--- src/hdl/cimx_pkg.sv ---
// Constants, types and register map of the channel input selection block
// Operation
// - Eight selectors, each steered by own field
// - Code 001 shorts inputs to mid-supply
// - Code 101 routes internal test pair
// - Code 011 applies channel-dependent supply monitor
// - Code 010 with measure bit reads drive input
// - Test-source bit low disables internal generator
// - Amplitude and frequency fields set test signal
// - Gain is one of seven values
// - Data rate selectable 250 to 32k
// - Internal oscillator gives 2.048 MHz tick
// - Reference selectable 2.4 V or 4 V
// - Aux differential pair routable to any channel
// - Common start pin synchronises conversions
package cimx_pkg;
    localparam int          NUM_CH         = 8;
    // Register byte offsets
    localparam logic [7:0]  OFS_CFG2       = 8'h00;
    localparam logic [7:0]  OFS_CFG3       = 8'h04;
    localparam logic [7:0]  OFS_CH0        = 8'h10;
    localparam logic [7:0]  OFS_ROUTE      = 8'h30;
    localparam logic [7:0]  OFS_STATUS     = 8'h34;
    // Field positions in config_two
    localparam int          TEST_INT_BIT   = 4;
    localparam int          TEST_AMPLITUDE_BIT   = 2;
    localparam int          TEST_FREQUENCY_LSB  = 0;
    localparam int          DR_LSB         = 8;
    // Field positions in config_three
    localparam int          MEAS_BIT       = 4;
    localparam int          VREF4_BIT      = 5;
    // Field positions in channel_setting
    localparam int          GAIN_LSB       = 4;
    // Reset values
    localparam logic [31:0] CFG2_RST       = 32'h0000_0000;
    localparam logic [31:0] CFG3_RST       = 32'h0000_0000;
    localparam logic [31:0] CH_RST         = 32'h0000_0061;
    // Clock figures: the core runs at 125 MHz, the converter tick at 2.048 MHz
    localparam int          SYS_KHZ        = 125000;
    localparam int          OSC_HZ         = 2048000;
    // Test signal toggles every 2^20 ticks (freq 00) or 2^19 ticks (freq 01)
    localparam int          TFREQ_SLOW_W   = 21;
    // Source codes
    typedef enum logic [2:0] {
        CIMX_SRC_NORMAL = 3'h0,
        CIMX_SRC_SHORT  = 3'h1,
        CIMX_SRC_DRIVE  = 3'h2,
        CIMX_SRC_SUPPLY = 3'h3,
        CIMX_SRC_TEMP   = 3'h4,
        CIMX_SRC_TEST   = 3'h5,
        CIMX_SRC_RES6   = 3'h6,
        CIMX_SRC_RES7   = 3'h7
    } cimx_src_t;
    // Routing outcome per channel, one-hot-free code
    typedef enum logic [3:0] {
        CIMX_RT_ELECTRODE = 4'h0,
        CIMX_RT_MIDSUPPLY = 4'h1,
        CIMX_RT_DRIVE_IN  = 4'h2,
        CIMX_RT_ANA_SUP   = 4'h3,
        CIMX_RT_DIG_SUP   = 4'h4,
        CIMX_RT_TEMP      = 4'h5,
        CIMX_RT_TEST      = 4'h6,
        CIMX_RT_RESERVED  = 4'h7,
        CIMX_RT_OPEN      = 4'h8
    } cimx_route_t;
    // Gain codes 0..6 stand for 6,1,2,3,4,8,12; code 7 is refused
    localparam logic [2:0]  GAIN_MAX_CODE  = 3'h6;
endpackage

--- src/hdl/cimx_top.sv ---
// Channel input selector and test signal control with APB registers
module cimx_top #(
    parameter int NUM_CH = cimx_pkg::NUM_CH
) (
    // Clock and reset
    input  wire logic                  i_mclk,
    input  wire logic                  i_rst_n,
    // APB slave
    input  wire logic                  psel,
    input  wire logic                  penable,
    input  wire logic                  pwrite,
    input  wire logic [7:0]            paddr,
    input  wire logic [31:0]           pwdata,
    output logic      [31:0]           prdata,
    output logic                       pready,
    output logic                       pslverr,
    // Pins from outside the clock domain
    input  wire logic                  i_start,
    input  wire logic                  i_pace_hw_en,
    // Analog switch controls
    output logic      [4*NUM_CH-1:0]   o_route,
    output logic                       o_test_gen_en,
    output logic                       o_test_level,
    output logic                       o_test_amplitude,
    output logic                       o_drive_meas,
    output logic                       o_vref_4v,
    output logic      [3*NUM_CH-1:0]   o_gain,
    output logic      [2:0]            o_data_rate,
    // Converter timing
    output logic                       o_osc_tick,
    output logic                       o_conv_run
);
    // Register state
    logic [31:0]         cfg2;
    logic [31:0]         cfg3;
    localparam int TFREQ_W = cimx_pkg::TFREQ_SLOW_W;
    logic [6:0]          ch_set [NUM_CH];
    logic [15:0]         nco_acc;
    logic [TFREQ_W-1:0]  tdiv;
    logic [1:0]          start_sync;
    logic [1:0]          pace_sync;
    // Phase step for the 2.048 MHz tick from 125 MHz: 2048/125000 * 2^16
    localparam logic [16:0] NCO_STEP =
        17'((longint'(cimx_pkg::OSC_HZ) * 65536) / (longint'(cimx_pkg::SYS_KHZ) * 1000));

    // Bus decode
    wire         wr_en    = psel && penable && pwrite;
    wire         in_ch    = (paddr >= cimx_pkg::OFS_CH0) && (paddr < cimx_pkg::OFS_ROUTE)
                            && (paddr[1:0] == 2'h0);
    // Channel index counts from the first channel word, not from address zero
    wire  [7:0]  ch_ofs   = paddr - cimx_pkg::OFS_CH0;
    wire  [2:0]  ch_idx   = ch_ofs[4:2];
    wire         hit_cfg2 = paddr == cimx_pkg::OFS_CFG2;
    wire         hit_cfg3 = paddr == cimx_pkg::OFS_CFG3;
    wire         hit_rt   = paddr == cimx_pkg::OFS_ROUTE;
    wire         hit_st   = paddr == cimx_pkg::OFS_STATUS;
    wire         mapped   = hit_cfg2 || hit_cfg3 || hit_rt || hit_st || in_ch;
    wire  [2:0]  wr_gain  = pwdata[cimx_pkg::GAIN_LSB +: 3];
    // Illegal gain codes are refused so only seven gains exist
    wire         gain_ok  = wr_gain <= cimx_pkg::GAIN_MAX_CODE;
    wire         ch_err   = in_ch && pwrite && !gain_ok;
    assign pready  = 1'b1;
    assign pslverr = psel && penable && (!mapped || ch_err);

    // Configuration registers; a write lands in the access phase only
    always_ff @(posedge i_mclk or negedge i_rst_n)
    begin
        if (!i_rst_n)
        begin
            cfg2 <= cimx_pkg::CFG2_RST;
            cfg3 <= cimx_pkg::CFG3_RST;
        end
        else if (wr_en)
        begin
            if (hit_cfg2)
                cfg2 <= {21'h0, pwdata[10:0]};
            if (hit_cfg3)
                cfg3 <= {26'h0, pwdata[5:4], 4'h0};
        end
    end

    // Per-channel settings, one independent selector each
    genvar g;
    generate
        for (g = 0; g < NUM_CH; g++)
        begin : g_ch
            always_ff @(posedge i_mclk or negedge i_rst_n)
            begin
                if (!i_rst_n)
                    ch_set[g] <= cimx_pkg::CH_RST[6:0];
                else if (wr_en && in_ch && gain_ok && ch_idx == 3'(g))
                    ch_set[g] <= pwdata[6:0];
            end
            assign o_gain[3*g +: 3]  = ch_set[g][cimx_pkg::GAIN_LSB +: 3];
            assign o_route[4*g +: 4] = route_of(ch_set[g][2:0], cfg3[cimx_pkg::MEAS_BIT], g);

        end
    endgenerate

    // Maps a source code to its switch setting for a channel
    // The measure bit is an argument so the decode follows every change of it
    function automatic cimx_pkg::cimx_route_t route_of(input logic [2:0] code,
                                                        input logic meas,
                                                        input int ch);
        cimx_pkg::cimx_route_t r;
        r = cimx_pkg::CIMX_RT_ELECTRODE;
        case (cimx_pkg::cimx_src_t'(code))
            cimx_pkg::CIMX_SRC_NORMAL: r = cimx_pkg::CIMX_RT_ELECTRODE;
            cimx_pkg::CIMX_SRC_SHORT:  r = cimx_pkg::CIMX_RT_MIDSUPPLY;
            // Without the measure bit the drive pin is only used as a source
            cimx_pkg::CIMX_SRC_DRIVE:  r = meas ?
                                           cimx_pkg::CIMX_RT_DRIVE_IN :
                                           cimx_pkg::CIMX_RT_OPEN;
            // Channels 3 and 4 (index 2, 3) see the digital supply quarter
            cimx_pkg::CIMX_SRC_SUPPLY: r = (ch == 2 || ch == 3) ?
                                           cimx_pkg::CIMX_RT_DIG_SUP :
                                           cimx_pkg::CIMX_RT_ANA_SUP;
            cimx_pkg::CIMX_SRC_TEMP:   r = cimx_pkg::CIMX_RT_TEMP;
            // Aux pair reaches any channel; pace must not be using it
            cimx_pkg::CIMX_SRC_TEST:   r = cimx_pkg::CIMX_RT_TEST;
            default:                   r = cimx_pkg::CIMX_RT_RESERVED;
        endcase
        return r;
    endfunction

    // Pin synchronisers; first stage feeds only the second
    always_ff @(posedge i_mclk or negedge i_rst_n)
    begin
        if (!i_rst_n)
        begin
            start_sync <= 2'h0;
            pace_sync  <= 2'h0;
        end
        else
        begin
            start_sync <= {start_sync[0], i_start};
            pace_sync  <= {pace_sync[0], i_pace_hw_en};
        end
    end
    assign o_conv_run = start_sync[1];

    // Phase accumulator makes the 2.048 MHz converter tick from the core clock
    always_ff @(posedge i_mclk or negedge i_rst_n)
    begin
        if (!i_rst_n)
            nco_acc <= 16'h0000;
        else
            nco_acc <= nco_acc + NCO_STEP[15:0];
    end
    wire [16:0] nco_sum = {1'b0, nco_acc} + NCO_STEP;
    assign o_osc_tick = nco_sum[16];

    // Test square wave divider runs on the tick; cleared to zero while generator is off
    wire test_int = cfg2[cimx_pkg::TEST_INT_BIT];
    always_ff @(posedge i_mclk or negedge i_rst_n)
    begin
        if (!i_rst_n)
            tdiv <= '0;
        else if (!test_int)
            tdiv <= '0;
        else if (o_osc_tick)
            tdiv <= tdiv + 1'b1;
    end
    wire [1:0] tfreq = cfg2[cimx_pkg::TEST_FREQUENCY_LSB +: 2];
    // Freq code 11 is a DC level, 00 slow, 01 fast
    assign o_test_level = (tfreq == 2'h3) ? 1'b1 :
                          (tfreq == 2'h1) ? tdiv[TFREQ_W-2] : tdiv[TFREQ_W-1];
    assign o_test_amplitude    = cfg2[cimx_pkg::TEST_AMPLITUDE_BIT];
    assign o_test_gen_en = test_int;
    assign o_drive_meas  = cfg3[cimx_pkg::MEAS_BIT];
    assign o_vref_4v     = cfg3[cimx_pkg::VREF4_BIT];
    assign o_data_rate   = cfg2[cimx_pkg::DR_LSB +: 3];

    // Read mux; status shows pace pin and the pace/test clash
    wire clash = pace_sync[1] && test_int;
    wire [31:0] rd_ch = {25'h0, ch_set[ch_idx]};
    wire [31:0] rd_val = hit_cfg2 ? cfg2 :
                         hit_cfg3 ? cfg3 :
                         hit_rt   ? {{(32-4*NUM_CH){1'b0}}, o_route} :
                         hit_st   ? {29'h0, clash, pace_sync[1], start_sync[1]} :
                         in_ch    ? rd_ch : 32'h0000_0000;
    assign prdata = (psel && !pwrite) ? rd_val : 32'h0000_0000;
endmodule

--- config.mk ---
export PLATFORM = sky130hd
export DESIGN_NAME = cimx_top
export DESIGN_NICKNAME = d
export VERILOG_FILES = /design/src/hdl/cimx_pkg.sv /design/src/hdl/cimx_top.sv
export SDC_FILE = /design/constraint.sdc
export NUM_CORES = 1
export LEC_CHECK = 0
export BUFFER_PORTS_ARGS = -buffer_cell sky130_fd_sc_hd__clkbuf_2
export CAP_MARGIN = 0
export CORE_UTILIZATION = 45
export CTS_BUF_LIST = sky130_fd_sc_hd__clkbuf_16
export CTS_CLUSTER_SIZE = 12
export DETAILED_ROUTE_END_ITERATION = 6
export HOLD_SLACK_MARGIN = 0.03
export PLACE_DENSITY = 0.68
export SLEW_MARGIN = 20
export SYNTH_ARGS = -nofsm -noshare
export SYNTH_HDL_FRONTEND = slang
export SYNTH_SLANG_ARGS = --single-unit
--- constraint.sdc ---
create_clock -name i_mclk -period 3.9 [get_ports i_mclk]
set_clock_uncertainty 0.2 [all_clocks]
set_input_delay 0.39 -clock i_mclk [delete_from_list [all_inputs] [get_ports i_mclk]]
set_output_delay 0.39 -clock i_mclk [all_outputs]
set_load 0.02 [all_outputs]
# Yosys cells after proc, flatten, opt, wreduce, memory -nomap -nowiden
# Index checks and enable logic that the tools add are counted.
[word_totals]
register_bits = 110
latch_bits = 0
mem_bits_rw = 0
mem_bits_ro = 0
inputBits = 47
out_inout_bits = 100
elab_cells = 138
mem_count = 0
[op_classes]
n_addsub = 4
n_mul = 0
n_div = 0
order_cmp = 4
n_eq_ne = 53
n_shift = 0
mux = 22
bitwise_logic = 1
n_reduce_logical = 40
[ops]
columns = ["op", "n"]
rows = [
  ["$pmux W4 S6", 8],
  ["$mux W32", 4],
  ["$eq A3 B3 Y1 const B", 20],
  ["$eq A3 B2 Y1 const B", 18],
  ["$mux W21", 2],
  ["$mux W7", 4],
  ["$eq A3 B1 Y1 const B", 9],
  ["$logic_not A3 Y1", 9],
  ["$add A21 B1 Y21 const B", 1],
  ["$bmux W7 S3", 1],
  ["$logic_and A1 B1 Y1", 19],
  ["$add A16 B11 Y17 const B", 1],
  ["$add A16 B11 Y16 const B", 1],
  ["$eq A8 B6 Y1 const B", 2],
  ["$eq A8 B3 Y1 const B", 1],
  ["$ge A8 B5 Y1 const B", 1],
  ["$logic_not A8 Y1", 1],
  ["$lt A8 B6 Y1 const B", 1],
  ["$logic_or A1 B1 Y1", 5],
  ["$sub A5 B5 Y5 const B", 1],
  ["$ge A4 B4 Y1 const B", 1],
  ["$mux W4", 1],
  ["$not A3 Y4", 1],
  ["$reduce_and A2 Y1", 2],
  ["other kinds (7)", 10],
]

# Depth between registers and ports, before layout
[depth]
word_depth = 11
ltp_mapped = 7
ltp_nobuf = 5

# Worst setup path before layout
# Ideal clock, no wire load.
[synth_path]
kind = "input-to-output"
startpoint = "input port paddr[7]"
endpoint = "output port prdata[28]"
t_arrival_ns = 2.166
t_required_ns = 3.310
slack_ns = 1.144
path_stages = 6
n_path_buf = 2
path_cell_list = "or4_1 buf_2 nor4_2 clkbuf_1 nand2_1 nor3_1"
[synth_between]
elab_chain_len = 5
elab_cells_between_ends = 7
classes_between = "2 x eq/ne; 4 x mux; 1 x reduce/logical"
[synth_lines]
columns = ["element", "line_no", "text"]
rows = [
  ["start, declared", "cimx_top.sv:12", "input wire logic [7:0] paddr,"],
  ["$eq A8 B6 Y1", "cimx_top.sv:55", "wire hit_rt = paddr == cimx_pkg::OFS_ROUTE;"],
  ["$mux W32", "cimx_top.sv:179", "hit_rt ? {{(32-4*NUM_CH){1'b0}}, o_route} :"],
  ["$mux W32", "cimx_top.sv:178", "hit_cfg3 ? cfg3 :"],
  ["$mux W32 *", "cimx_top.sv:177", "wire [31:0] rd_val = hit_cfg2 ? cfg2 :"],
  ["$mux W32 *", "cimx_top.sv:182", "assign prdata = (psel && !pwrite) ? rd_val : 32'h0000_0000;"],
  ["end, declared", "cimx_top.sv:14", "output logic [31:0] prdata,"],
]
# Every way passes the cells marked *; elsewhere a longest branch is shown, timed or not.

# Final worst setup path
[layout_path]
startpoint = "input port paddr[7]"
endpoint = "output port prdata[1]"
[layout_between]
elab_chain_len = 9
elab_cells_between_ends = 14
classes_between = "2 x order compare; 3 x eq/ne; 6 x mux; 3 x reduce/logical"
[layout_lines]
columns = ["element", "line_no", "text"]
rows = [
  ["$ge A8 B5 Y1 / $lt A8 B6 Y1 (equally long branches)", "cimx_top.sv:48", "wire in_ch = (paddr >= cimx_pkg::OFS_CH0) && (paddr < cimx_pkg::OFS_ROUTE)"],
  ["$logic_and A1 B1 Y1", "cimx_top.sv:48", ""],
  ["$logic_and A1 B1 Y1", "cimx_top.sv:49", "&& (paddr[1:0] == 2'h0);"],
  ["$mux W7", "cimx_top.sv:181", "in_ch ? rd_ch : 32'h0000_0000;"],
  ["$mux W7", "cimx_top.sv:180", "hit_st ? {29'h0, clash, pace_sync[1], start_sync[1]} :"],
  ["$mux W32", "cimx_top.sv:179", ""],
  ["$mux W32", "cimx_top.sv:178", ""],
  ["$mux W32 *", "cimx_top.sv:177", ""],
  ["$mux W32 *", "cimx_top.sv:182", ""],
]
# Marked as above.

==> out/qor.csv <==
stage,metric,value,unit
run_status,status,"finished, final reports clean",
pwr,leakagePower,0.00335,uW
placement,gp_congestion,0.873,
floorplan,die_h,120,um
detailed_routing,drtPass1Iterations,5,
pwr,seqPwrFrac,53.5,%
pwr,ir_drop,0.000250,V
worst_setup_path,worst_path_max_delay_cell,or4_1,
sta,slew_headroom,38.2,%
clock_tree,cts_tree,yes,
floorplan,num_rows,42,
pwr,combPwrFrac,6.8,%
hold_path,hold_class,in -> reg,
synthesis,synth_top_cell_by_area,dfrtp_1,
synthesis,ys_ff_latch,110,
worst_setup_path,worstSetupPathType,in -> out,
global_routing,antenna_found_initial,0,
floorplan,die_area,14300,sq um
finish,diodes,0,
floorplan,start_util,46.6,%
synthesis,yosysSeqAreaShare,44.6,%
global_routing,grt_max_degree,73,
worst_setup_path,required,3.31,ns
clock_tree,cts_resized,0,
clock_tree,cts.path.max_buffers,2,
finish,layout-drive-gt1-share,39.3,%
synthesis,avgSynthCellArea,11.1,sq um
worst_setup_path,worstPathCellList,clkbuf_2 > or4_1 > or3_4 > nor2_2 > a221o_1 > clkbuf_2,
detailed_routing,routed_wirelength,15300,um
sta,final-max-slew-violation-count,0,
sta,period_share,78.8,%
detailed_routing,wl_per_cell,18.8,um
floorplan,die_x,120,um
sta,setup_viol,0,
synthesis,synth.distinct_cells,63,
finish,final_cell_area,7050,sq um
worst_setup_path,cp_common_cell,clkbuf_2,
finish,areaGrowthSynthToFinish,13.0,%
floorplan,ioPinCount,147,
synthesis,synth_nets,610,
clock_tree,cts.reportedPaths.clkPinSlew,0.07,ns
synthesis,yosys-top-cells-area,"dfrtp_1 (34%), mux2_2 (11%), dfstp_2 (10%)",
global_routing,grt_pass1_vias,4581,
worst_setup_path,worstPathMaxFanout,9,
sta,setup-tns-final,0,ns
detailed_routing,dr_total_vias,4789,
sta,setup_slack,0.825,ns
synthesis,synth_common_cells,"dfrtp_1 (86), mux2_2 (61), buf_4 (28), clkbuf_1 (28), dfstp_2 (24)",
worst_setup_path,end_kind,primary output,
global_routing,track_usage,22.3,%
clock_tree,cts_sinks,110,
detailed_routing,viasPerCell,5.88,
worst_setup_path,crit_cells,6,
finish,instances_no_fill,815,
global_routing,grt_remaining_overflow,0,
pwr,p_switching,546,uW
sta,hold_viol,0,
sta,worst_pin_slew,0.926,ns
clock_tree,cts_buffers,9,
sta,period_minus_slack,3.07,ns
placement,place_inst,796,
sta,grt_setup_unrepaired,false,
worst_setup_path,rr_worst_depth,6,
hold_path,hold_depth,2,
worst_setup_path,crit_buf_inv,2,
worst_setup_path,cp-start-kind,input pin,
pwr,pwr-share-clk,39.7,%
pwr,power.density,310,nW/um^2
sta,worst_hold_slack,0.0556,ns
pwr,switching_share,25.0,%
synthesis,syn_inst,561,
worst_setup_path,critical_path.max_stage_delay,0.72,ns
synthesis,synthArstFlopShare,100,%
placement,dp_hpwl,10800,um
placement,io_buffer_count,124,
detailed_routing,initialDrtViolationCount,377,
clock_tree,htree_levels,3,
synthesis,synth_top_area_share,34.5,%
worst_setup_path,crit_family,simple AND/OR/NAND/NOR gates,
flow_run,drv_cap,0,
synthesis,synth_warnings,0,
placement,pre_cts_ws,0.807,ns
pwr,p_int,1640,uW
detailed_routing,route.detailed.drc,0,
synthesis,synthMostInstantiatedCell,dfrtp_1,
floorplan,coreArea,13400,sq um
synthesis,synthesis.area,6240,sq um
worst_setup_path,worstPathArrival,2.48,ns
placement,place_area,6750,sq um
clock_tree,clock_latency,0.36,ns
clock_tree,cts_root_buf,clkbuf_16,
global_routing,grt_pass1_wl,24700,um
finish,nNetsFinal,683,
detailed_routing,drtAntennaViolNets,0,
synthesis,synth_edf_count,0,
sta,timing.fmax,325,MHz
synthesis,ys.flop_type,dfrtp_1,
-- placed cells by master, fill, tap and decap left out, types with 12 or more instances in the layout --
| cell type | netlist | layout |
|---|---|---|
| nand2b_1 | 14 | 14 |
| clkbuf_2 | 0 | 123 |
| nor2_1 | 23 | 23 |
| nand2_1 | 22 | 22 |
| dfrtp_1 | 86 | 86 |
| mux2i_1 | 13 | 13 |
| mux4_2 | 12 | 12 |
| dfstp_2 | 24 | 24 |
| mux2_2 | 61 | 61 |
| and3_1 | 22 | 22 |
| xnor2_1 | 12 | 12 |
| a21oi_1 | 18 | 18 |
| nand3_1 | 20 | 20 |
-- power groups by stage --
stage	Clock [uW]	Sequential, uW	Combinational (uW)
after floorplan	0	1190	86.3
after global placement	0	1190	144
after detailed placement	0	1190	147
after CTS	891	1170	150
after global routing	930	1170	163
final	870	1170	148
-- layer usage --
| layer | part of all wire (%) | track usage, % |
|---|---|---|
| met5 | 0 | 0 |
| met4 | 1.4 | 7.03 |
| met3 | 5.9 | 5.37 |
| met2 | 48 | 34.5 |
| met1 | 45 | 30.9 |
-- stage by stage --
stage / util (%) / total power, uW
after floorplan: - / 1270
after global placement: 50.4 / 1330
after detailed placement: 50.4 / 1340
after CTS: 52.6 / 2210
after global routing: 52.6 / 2260
final: 52.6 / 2190
-- worst paths after layout --
check / end / slack, ns / from
max: prdata[1] / 0.83 / paddr[7]
min: cfg2[9]$_DFFE_PN0P_ / 0.06 / pwdata[9]
max reg2reg: tdiv[7]$_DFFE_PN0P_ / 1.63 / nco_acc[0]$_DFF_PN0_
min reg2reg: start_sync[1]$_DFF_PN0_ / 0.15 / start_sync[0]$_DFF_PN0_
max in group asynchronous: nco_acc[11]$_DFF_PN0_ / 2.27 / i_rst_n
min in group asynchronous: ch_set[8]$_DFFE_PN0P_ / 0.51 / i_rst_n
-- logic make-up after synthesis --
| logic type | count (synthesis) | synth area share [%] |
|---|---|---|
| AOI/OAI and AO/OA | 79 | 9.26 |
| xor gates and xnor gates | 20 | 2.81 |
| adders and majority gates | 2 | 0.401 |
| buffers and inverters | 80 | 6.84 |
| DFF | 110 | 44.6 |
| muxes | 96 | 19.2 |
| other | 1 | 0.0601 |
| and+or+nand+nor | 173 | 16.8 |
-- what timing repair did --
| action | CTS | global route |
|---|---|---|
| hold buffers | 3 | 0 |
| endpoints found under the setup margin | 0 | 0 |
| setup buffers | 0 | 0 |
| hold endpoints to repair | 49 | 0 |
-- registers in the layout, indices dropped and copies added (netlist names) --
signal,cells
cfg2,11
pace_sync,2
start_sync,2
o_gain,24
ch_set,32
cfg3,2
nco_acc,16
tdiv,21
-- layout make-up --
class	instances	area, sq um
inverter	9	33.8
tap	176	220
timing repair buffer	133	711
multi-input combinational	371	3030
clock buffer	9	225
fill	1193	6350
clock inverter	7	46.3
sequential	110	2780
(Power assumes the default switching activity.)
